$ cat config.mk
export PLATFORM = sky130hd
export DESIGN_NAME = scc_top
export DESIGN_NICKNAME = d
export VERILOG_FILES = /design/src/shared/scc_pkg.sv /design/src/hdl/scc_top.sv
export SDC_FILE = /design/constraint.sdc
export NUM_CORES = 1
export LEC_CHECK = 0
export ABC_AREA = 1
export BUFFER_PORTS_ARGS = -buffer_cell sky130_fd_sc_hd__buf_2
export CORE_MARGIN = 8
export CORE_UTILIZATION = 35
export CTS_BUF_LIST = sky130_fd_sc_hd__clkbuf_2
export CTS_CLUSTER_SIZE = 14
export DETAILED_ROUTE_END_ITERATION = 7
export HOLD_SLACK_MARGIN = 0.06
export SLEW_MARGIN = 20
export SYNTH_ARGS = -nofsm -noshare
export SYNTH_HDL_FRONTEND = slang
export SYNTH_SLANG_ARGS = --single-unit
$ cat constraint.sdc
create_clock -name clock -period 5.7 [get_ports clock]
set_input_delay 0 -clock clock [delete_from_list [all_inputs] [get_ports clock]]
set_output_delay 0 -clock clock [all_outputs]
set_load 0.05 [all_outputs]
$ cat src/shared/scc_pkg.sv
package scc_pkg;
   // Register offsets (byte addresses)
   localparam logic [7:0] SCC_OSC = 8'h00;
   localparam logic [7:0] SCC_CFG = 8'h04;
   localparam logic [7:0] SCC_TRIM = 8'h08;
   localparam logic [7:0] SCC_STAT = 8'h0C;
   localparam logic [7:0] SCC_GATE = 8'h10;
   localparam logic [7:0] SCC_LPKEEP = 8'h14;
   localparam logic [7:0] SCC_PLL = 8'h18;
   localparam logic [7:0] SCC_CLR = 8'h1C;
   localparam logic [7:0] SCC_KSEL = 8'h20;
   // Oscillator control field positions
   localparam int OSC_FE_ON = 0;
   localparam int OSC_FE_BYP = 1;
   localparam int OSC_FI_ON = 2;
   localparam int OSC_MS_ON = 3;
   localparam int OSC_MS_RNG = 4;
   localparam int OSC_MS_HWT = 8;
   localparam int OSC_SE_ON = 9;
   localparam int OSC_SE_BYP = 10;
   localparam int OSC_SE_DRV = 11;
   localparam int OSC_FMON = 13;
   // Configuration field positions
   localparam int CFG_SW = 0;
   localparam int CFG_CPUDIV = 2;
   localparam int CFG_BUSDIV = 6;
   localparam int CFG_RTC = 10;
   localparam int CFG_PLLREF = 11;
   // Trim field positions and widths
   localparam int TRIM_FI = 0;
   localparam int TRIM_MS = 8;
   localparam int FI_TRIM_W = 5;
   localparam int MS_TRIM_W = 8;
   // Reset values
   localparam logic [31:0] OSC_RESET = 32'h0000_0068;
   localparam logic [31:0] GATE_RESET = 32'h0000_0003;
   localparam logic [FI_TRIM_W-1:0] FI_TRIM_MID = 5'h10;
   localparam logic [MS_TRIM_W-1:0] MS_TRIM_MID = 8'h80;
   // Multispeed range codes: twelve settings, code 6 is 4 MHz
   localparam logic [3:0] MS_RNG_4MHZ = 4'h6;
   localparam logic [3:0] MS_RNG_MAX = 4'hB;
   // Master clock sources
   typedef enum logic [1:0] {
      SRC_MS = 2'b00,
      SRC_FI = 2'b01,
      SRC_FE = 2'b10,
      SRC_PLL = 2'b11
   } scc_src_t;
   // Kernel source code that picks the multispeed RC
   localparam logic [1:0] KSEL_MS = 2'b11;
   localparam logic [1:0] KSEL_PLL = 2'b00;
   localparam int USB_KSEL = 0;
   // Sizes
   localparam int NUM_PLL = 3;
   localparam int PLL_OUTS = 3;
   localparam int NUM_GATE = 16;
   localparam int NUM_KSRC = 9;
   localparam int DIV_W = 9;
   localparam int NUM_SYNC = 12;
   // Clock switch drain time
   localparam int CLK_MHZ = 100;
   localparam int DRAIN_NS = 20;
   localparam int DRAIN_CYC = (DRAIN_NS * CLK_MHZ + 999) / 1000;
endpackage : scc_pkg

$ cat src/hdl/scc_top.sv
`timescale 1ns/1ns
// How it works
// - Master clock picks one of four sources
// - Fast external osc: enable, bypass, PLL feed
// - Fast internal RC trimmable, usable PLL reference
// - Multispeed RC: twelve ranges, trim, PLL feed
// - Hardware trims multispeed RC from slow osc
// - Trimmed multispeed RC may clock USB
// - PLL reference from three fast sources
// - Slow external osc: four drives, bypass
// - Slow internal RC feeds watchdog, RTC option
// - RTC selects slow external or internal
// - Peripheral kernel clocks selected independently
// - Three PLLs with three enabled outputs
// - Reset: multispeed RC at 4 MHz
// - Source switch glitch free
// - CPU and bus prescalers programmable anytime
// - Per-target gates, automatic in low power
// - Fast external failure falls back to RC
module scc_top
   import scc_pkg::*;
(
   input wire logic clock,
   input wire logic nrst,
   input wire logic [7:0] addr,
   input wire logic [31:0] wdata,
   input wire logic wr,
   input wire logic rd,
   output logic [31:0] rdata,
   input wire logic fe_rdy,
   input wire logic fi_rdy,
   input wire logic ms_rdy,
   input wire logic [NUM_PLL-1:0] pll_rdy,
   input wire logic se_rdy,
   input wire logic si_rdy,
   input wire logic fe_fail,
   input wire logic se_clk,
   input wire logic ms_fast,
   input wire logic ms_slow,
   input wire logic low_power,
   output logic [31:0] osc_ctrl,
   output logic slow_int_on,
   output logic [FI_TRIM_W-1:0] fi_trim,
   output logic [MS_TRIM_W-1:0] ms_trim,
   output logic [1:0] master_sel,
   output logic master_run,
   output logic cpu_en,
   output logic bus_en,
   output logic [NUM_GATE-1:0] gate_en,
   output logic [1:0] pll_ref,
   output logic [NUM_PLL*PLL_OUTS-1:0] pll_out_en,
   output logic [2*NUM_KSRC-1:0] ksel,
   output logic rtc_sel,
   output logic fail_irq
);
   typedef enum {ST_RUN, ST_DRAIN, ST_RESUME} scc_sw_t;

   // Input synchroniser: three stages, value moves once 2nd and 3rd agree
   logic [NUM_SYNC-1:0] s1, s2, s3, sf;
   logic [NUM_SYNC-1:0] next_sf, raw_in;
   assign raw_in = {ms_slow, ms_fast, se_clk, fe_fail, si_rdy, se_rdy,
                    pll_rdy, ms_rdy, fi_rdy, fe_rdy};
   always_comb
   begin
      next_sf = (s2 & s3) | (sf & (s2 | s3));
   end
   always_ff @(posedge clock)
   begin
      if (!nrst)
      begin
         s1 <= '0;
         s2 <= '0;
         s3 <= '0;
         sf <= '0;
      end
      else
      begin
         s1 <= raw_in;
         s2 <= s1;
         s3 <= s2;
         sf <= next_sf;
      end
   end

   logic f_fe, f_fi, f_ms, f_se, f_fail, f_seclk, f_fast, f_slow;
   logic [NUM_PLL-1:0] f_pll;
   assign {f_slow, f_fast, f_seclk, f_fail} = sf[NUM_SYNC-1:NUM_SYNC-4];
   // Low seven bits keep the order of raw_in: fe, fi, ms, pll, se
   assign {f_se, f_pll, f_ms, f_fi, f_fe} = sf[6:0];

   // Software visible state
   logic [31:0] osc, next_osc, cfg, next_cfg, gate, next_gate;
   logic [31:0] lpkeep, next_lpkeep, pll, next_pll, kreg, next_kreg;
   logic [FI_TRIM_W-1:0] fit, next_fit;
   logic [MS_TRIM_W-1:0] mst, next_mst;
   logic flag, next_flag, fail_d, next_fail_d, seclk_d, next_seclk_d;
   logic [1:0] cur, next_cur;
   scc_sw_t st, next_st;
   logic [1:0] dcnt, next_dcnt;
   logic [31:0] next_rdata;
   logic ready_req, hwt_lock;
   logic [1:0] req;

   assign req = cfg[CFG_SW +: 2];
   // Lock means hardware trim is running against a live slow osc
   assign hwt_lock = osc[OSC_MS_HWT] & f_se & osc[OSC_SE_ON];

   // Ready of the requested source
   always_comb
   begin
      case (req)
         SRC_MS: ready_req = f_ms;
         SRC_FI: ready_req = f_fi;
         SRC_FE: ready_req = f_fe;
         SRC_PLL: ready_req = f_pll[0];
         default: ready_req = 1'b0;
      endcase
   end

   // Register writes, trim, failure handling
   always_comb
   begin
      next_osc = osc;
      next_cfg = cfg;
      next_gate = gate;
      next_lpkeep = lpkeep;
      next_pll = pll;
      next_kreg = kreg;
      next_fit = fit;
      next_mst = mst;
      next_flag = flag;
      next_fail_d = f_fail;
      next_seclk_d = f_seclk;
      if (wr)
      begin
         case (addr)
            SCC_OSC:
            begin
               next_osc = wdata;
               if (wdata[OSC_MS_RNG +: 4] > MS_RNG_MAX)
                  next_osc[OSC_MS_RNG +: 4] = osc[OSC_MS_RNG +: 4];
            end
            SCC_CFG: next_cfg = wdata;
            SCC_TRIM:
            begin
               next_fit = wdata[TRIM_FI +: FI_TRIM_W];
               next_mst = wdata[TRIM_MS +: MS_TRIM_W];
            end
            SCC_GATE: next_gate = wdata;
            SCC_LPKEEP: next_lpkeep = wdata;
            SCC_PLL: next_pll = wdata;
            SCC_KSEL: next_kreg = wdata;
            SCC_CLR: next_flag = flag & ~wdata[0];
            default: next_flag = flag;
         endcase
      end
      // step trim each rising slow osc edge
      if (hwt_lock && f_seclk && !seclk_d)
      begin
         if (f_fast && mst != '0)
            next_mst = mst - MS_TRIM_W'(1);
         else if (f_slow && mst != '1)
            next_mst = mst + MS_TRIM_W'(1);
      end
      // failure detected on rising edge of monitor
      if (osc[OSC_FMON] && f_fail && !fail_d)
      begin
         next_flag = 1'b1;
         if (req == SRC_FE || (req == SRC_PLL && cfg[CFG_PLLREF +: 2] == SRC_FE))
            next_cfg[CFG_SW +: 2] = SRC_FI;
      end
   end

   // Source switch: gate off, drain, change, resume; fast external failure changes at once, no drain
   always_comb
   begin
      next_st = st;
      next_cur = cur;
      next_dcnt = dcnt;
      case (st)
         ST_RUN:
         begin
            if (req != cur && ready_req)
            begin
               next_st = ST_DRAIN;
               next_dcnt = 2'(DRAIN_CYC);
            end
         end
         ST_DRAIN:
         begin
            if (dcnt == 2'd1)
            begin
               next_cur = req;
               next_st = ST_RESUME;
            end
            else
               next_dcnt = dcnt - 2'd1;
         end
         ST_RESUME: next_st = ST_RUN;
         default: next_st = ST_RUN;
      endcase
      if (f_fail && osc[OSC_FMON] && cur == SRC_FE)
      begin
         next_cur = SRC_FI;
         next_st = ST_RESUME;
      end
   end

   // Prescalers: power-of-two ratios, bus derived from CPU enable
   logic [DIV_W-1:0] ccnt, next_ccnt, bcnt, next_bcnt;
   logic next_cpu_en, next_bus_en;
   logic [DIV_W-1:0] cpu_lim, bus_lim;
   assign cpu_lim = DIV_W'((1 << cfg[CFG_CPUDIV +: 4]) - 1);
   assign bus_lim = DIV_W'((1 << cfg[CFG_BUSDIV +: 4]) - 1);
   always_comb
   begin
      next_ccnt = ccnt;
      next_bcnt = bcnt;
      next_cpu_en = 1'b0;
      next_bus_en = 1'b0;
      if (st == ST_RUN)
      begin
         if (ccnt >= cpu_lim)
         begin
            next_ccnt = '0;
            next_cpu_en = 1'b1;
            if (bcnt >= bus_lim)
            begin
               next_bcnt = '0;
               next_bus_en = 1'b1;
            end
            else
               next_bcnt = bcnt + DIV_W'(1);
         end
         else
            next_ccnt = ccnt + DIV_W'(1);
      end
   end

   // Output images
   logic [NUM_GATE-1:0] next_gate_en;
   logic [NUM_PLL*PLL_OUTS-1:0] next_pll_out;
   logic [2*NUM_KSRC-1:0] next_ksel;
   always_comb
   begin
      next_gate_en = gate[NUM_GATE-1:0] &
                     (low_power ? lpkeep[NUM_GATE-1:0] : '1);
      // output needs its PLL on and locked
      for (int i = 0; i < NUM_PLL; i++)
         next_pll_out[i*PLL_OUTS +: PLL_OUTS] =
            pll[i*PLL_OUTS +: PLL_OUTS] &
            {PLL_OUTS{pll[NUM_PLL*PLL_OUTS + i] & f_pll[i]}};
      next_ksel = kreg[2*NUM_KSRC-1:0];
      // multispeed to USB only when locked
      if (next_ksel[USB_KSEL +: 2] == KSEL_MS && !hwt_lock)
         next_ksel[USB_KSEL +: 2] = KSEL_PLL;
   end

   // Read mux, data in the cycle after the strobe
   always_comb
   begin
      next_rdata = '0;
      if (rd)
      begin
         case (addr)
            SCC_OSC: next_rdata = osc;
            SCC_CFG: next_rdata = cfg;
            SCC_TRIM: next_rdata = 32'(fit) | (32'(mst) << TRIM_MS);
            SCC_STAT: next_rdata = {16'h0000, 3'b000, hwt_lock, flag,
                                    st != ST_RUN, f_pll, f_si_pad(),
                                    f_se, f_ms, f_fi, f_fe, cur};
            SCC_GATE: next_rdata = gate;
            SCC_LPKEEP: next_rdata = lpkeep;
            SCC_PLL: next_rdata = pll;
            SCC_KSEL: next_rdata = kreg;
            default: next_rdata = '0;
         endcase
      end
   end

   function automatic logic f_si_pad();
      f_si_pad = sf[7];
   endfunction : f_si_pad

   always_ff @(posedge clock)
   begin
      if (!nrst)
      begin
         // multispeed RC at 4 MHz, divide by one
         osc <= OSC_RESET;
         cfg <= '0;
         gate <= GATE_RESET;
         lpkeep <= '0;
         pll <= '0;
         kreg <= '0;
         fit <= FI_TRIM_MID;
         mst <= MS_TRIM_MID;
         flag <= 1'b0;
         fail_d <= 1'b0;
         seclk_d <= 1'b0;
         cur <= SRC_MS;
         st <= ST_RUN;
         dcnt <= '0;
         ccnt <= '0;
         bcnt <= '0;
         rdata <= '0;
         osc_ctrl <= OSC_RESET;
         slow_int_on <= 1'b0;
         fi_trim <= FI_TRIM_MID;
         ms_trim <= MS_TRIM_MID;
         master_sel <= SRC_MS;
         master_run <= 1'b0;
         cpu_en <= 1'b0;
         bus_en <= 1'b0;
         gate_en <= '0;
         pll_ref <= '0;
         pll_out_en <= '0;
         ksel <= '0;
         rtc_sel <= 1'b0;
         fail_irq <= 1'b0;
      end
      else
      begin
         osc <= next_osc;
         cfg <= next_cfg;
         gate <= next_gate;
         lpkeep <= next_lpkeep;
         pll <= next_pll;
         kreg <= next_kreg;
         fit <= next_fit;
         mst <= next_mst;
         flag <= next_flag;
         fail_d <= next_fail_d;
         seclk_d <= next_seclk_d;
         cur <= next_cur;
         st <= next_st;
         dcnt <= next_dcnt;
         ccnt <= next_ccnt;
         bcnt <= next_bcnt;
         rdata <= next_rdata;
         osc_ctrl <= osc;
         slow_int_on <= 1'b1;
         fi_trim <= fit;
         ms_trim <= mst;
         master_sel <= cur;
         master_run <= (st == ST_RUN);
         cpu_en <= next_cpu_en;
         bus_en <= next_bus_en;
         gate_en <= next_gate_en;
         // reference is MS, FI or FE only
         pll_ref <= (cfg[CFG_PLLREF +: 2] == SRC_PLL) ? SRC_MS :
                    cfg[CFG_PLLREF +: 2];
         pll_out_en <= next_pll_out;
         ksel <= next_ksel;
         rtc_sel <= cfg[CFG_RTC];
         fail_irq <= flag;
      end
   end
endmodule : scc_top

==> results.py <==
metrics = {
    "worst_setup_path": {
        "critPathRequiredTime_ns": 6.68,
        "critPathLaunchType": "input port",
        "path_class": "in -> reg",
        "worstPathArrival_ns": 6.45,
        "slowest_stage": "dlygate4sd3_1",
        "worst-path-max-fanout": 26,
        "end_kind": "register",
        "max_stage_delay_ns": 0.69,
        "cpMostUsedCell": "dlygate4sd3_1",
        "cp_cell_sequence": "dlygate4sd3_1 > buf_2 > dlygate4sd3_1 > nor2_4 > dlygate4sd3_1 > nand2_1 > dlygate4sd3_1 > nor2_1 > dlygate4sd3_1 > nand2_2 > dlygate4sd3_1 > nor2_2 > dlygate4sd3_1 > inv_2 > nor2_1 > dlygate4sd3_1 > nor2_1 > dlygate4sd3_1",
    },
    "die": {
        "die-area_um2": 53500,
        "die-width_um": 231,
        "die_h_um": 231,
        "core_area_um2": 46200,
        "io_pins": 187,
        "initial_core_util": 0.351,
        "rows": 79,
    },
    "yosys": {
        "postSynthAreaPerCell_um2": 7.46,
        "async_flop_share": 0,
        "yosys_warnings": 0,
        "syn_inst": 2172,
        "synth.cell_area_um2": 16200,
        "synth_seq_area_share": 0.506,
        "synth_top_area_frac": 0.506,
        "synth_area_leader_cell": "dfxtp_1",
        "ys_seq_elements": 410,
        "synth_fp_nets": 2255,
        "synthFlopType": "dfxtp_1",
        "synth_edf_count": 0,
        "synth_cell_types": 48,
        "synth.top_cells.by_area": "dfxtp_1 51%, nand2_1 11%, o21ai_0 7.7%",
    },
    "global_routing": {
        "use_met2": 0.318,
        "overflow": 0,
        "grt_pass1_wl_um": 83500,
        "gr-usage-all-layers": 0.196,
        "grt-busiest-layer": "met2",
        "antenna_found_initial": 3,
        "grt_max_degree": 224,
        "use_met3": 0.0515,
        "first_global_vias": 15200,
        "grt_util_met1": 0.245,
    },
    "power_and_ir_drop": {
        "finalPower_mw": 5.18,
        "ir_drop_mv": 0.123,
        "p_leak_nw": 9.42,
        "p_per_area_nw_per_um2": 258,
    },
    "cts": {
        "cts_buffer_depth": 3,
        "cts_tree": "yes",
        "numCtsBuffers": 107,
        "cts_root_buf": "clkbuf_2",
        "clkTransAtPathRegs_ns": 0.10,
        "numClockSinks": 410,
        "cts-htree-levels": 3,
        "clkLatencyLatePin_ns": 1.10,
        "cts_setup_buffers": 0,
    },
    "cells_and_area": {
        "stdcell_count": 3215,
        "multi_input_comb_area_um2": 6550,
        "drive_gt1_frac": 0.154,
        "fin_area_um2": 20100,
        "fin_util": 0.435,
        "synthToLayoutAreaGrowth_pct": 23.9,
        "regArea_um2": 8210,
        "nets": 2612,
        "fillers": 4712,
    },
    "detailed_routing": {
        "viasPerCell": 4.78,
        "dr.pass1.iters": 5,
        "dr_total_vias": 15400,
        "wl_um": 53100,
        "drc_errors": 0,
        "post_drt_wl_per_cell_um": 16.5,
        "antenna_left": 0,
        "drtIter0Drc": 1261,
    },
    "placed_design": {
        "gp_congestion": 0.851,
        "placed_cells": 2865,
        "dpl_cell_area_um2": 17500,
        "numPortBuffers": 186,
        "post-dp-hpwl_um": 34400,
    },
    "sta": {
        "timing.setup.tns_ns": 0,
        "period_share": 0.960,
        "period_needed_ns": 5.47,
        "setup_viol_count_final": 0,
        "clock.fmax_ghz": 0.183,
        "finalHoldViolations": 0,
        "relSlewSlack": 0.252,
        "fin_skew_ns": 0.0894,
        "rsz0062_at_grt": "no",
        "worst_pin_slew_ns": 1.12,
        "drv_slew": 0,
    },
    "flow_run": {
        "cap_violations": 0,
    },
    "status": {
        "status": "completed",
    },
    "hold_path": {
        "hold_path_class": "in -> reg",
    },
}
==> where the power goes <==
group / internal [mW] / switching, mW
sequential: 2.88 / 0.00763
combinational: 0.106 / 0.153
clock: 0.808 / 1.22
total: 3.79 / 1.38
==> synthesized netlist by cell type (2+ instances only) <==
cell type  count
o21ai_1       20
o21ai_0      248
buf_1          3
o22ai_1        6
nor3_1        30
nand2_1      459
clkbuf_1      62
nand3_4        2
nand3_1       55
inv_2         13
dfxtp_1      410
a31oi_1        2
xnor2_1        9
xor2_1        10
nand2_4        2
nand3b_1       2
ha_1          26
a21oi_1      169
inv_1        238
buf_2         31
o211ai_1       7
nand3_2        2
nor2_4         6
a211oi_1       2
nor2_1       311
buf_6          6
nand2_2        8
nand4_1        9
nor2_2         5
==> path summary, 6_finish.rpt <==
| path | from | to | slack [ns] | depth (start not counted) |
|---|---|---|---|---|
| setup reg to reg | cfg[5] | bcnt[1] | 2.72 | 16 |
| hold reg to reg | s1[2] | s2[2] | 0.39 | 2 |
| setup / recovery | addr[6] | kreg[18] | 0.23 | 18 |
| hold / removal | addr[4] | rdata[16] | 0.33 | 10 |
==> final cells by class <==
cell class / count / area share
Sequential cell: 410 / 0.409
Multi-Input combinational cell: 1405 / 0.326
Timing Repair Buffer: 353 / 0.132
Inverter: 252 / 0.0475
Tap cell: 607 / 0.0378
Clock buffer: 151 / 0.0376
Clock inverter: 35 / 0.0100
Antenna cell: 2 / 0.000249
==> critical path, delay by kind of cell <==
| family | cells | cell delay [ns] |
|---|---|---|
| buf+inv | 11 | 5.73 |
| simple gates | 7 | 0.72 |
==> what timing repair did <==
item | CTS | global route
gates resized for setup | 0 | 0
hold buffers | 162 | 0
hold endpoints to repair | 376 | 0
endpoints found under the setup margin | 0 | 0
==> layer usage <==
layer / share of wire / vias to the layer above
li1: - / 7652
met1: 0.44 / 7103
met2: 0.46 / 511
met3: 0.072 / 91
met4: 0.028 / 2
met5: 0.00015 / -
==> cell usage in the layout (no fill, tap or decap), types with 4 or more instances in the layout <==
master	n
nand4_1	9
nor2_2	5
o211ai_1	7
buf_2	185
inv_1	238
nand3_1	55
o21ai_1	20
xnor2_1	9
o21ai_0	248
o22ai_1	6
dlygate4sd3_1	159
inv_2	14
xor2_1	10
clkbuf_2	151
nand2_2	8
nor2_1	311
nor3_1	30
nand2_1	459
buf_4	4
clkinv_1	24
clkinv_2	6
ha_1	26
a21oi_1	169
nor2_4	6
dfxtp_1	410
==> per-stage QoR <==
stage / hold WS, ns / worst slack, ns
after global placement: 0.190 / 2.64
after detailed placement: 0.188 / 2.55
after CTS: 0.167 / 0.553
after global routing: 0.287 / 0.113
after floorplan: 0.0277 / 3.25
final: 0.329 / 0.227
==> registers in the layout, indices dropped and copies added, names as in the netlist, 9 cells and up <==
register / count
cfg: 32
gate_en: 16
bcnt: 9
pll_out_en: 9
s2: 12
pll: 32
gate: 32
sf: 12
ccnt: 9
kreg: 32
osc: 32
ksel: 18
s1: 12
rdata: 32
s3: 12
osc_ctrl: 32
lpkeep: 32
==> cell families (layout without fill, tap and decap cells) <==
| family | count (synthesis) | count (layout) | synth area share |
|---|---|---|---|
| compound gates | 464 | 464 | 0.148 |
| xor+xnor | 19 | 19 | 0.0103 |
| fa+ha+maj | 26 | 26 | 0.0201 |
| buf+inv | 357 | 791 | 0.0893 |
| flops | 410 | 410 | 0.506 |
| other cells | 0 | 2 | 0 |
| simple gates | 896 | 896 | 0.226 |
(Power assumes the default switching activity.)
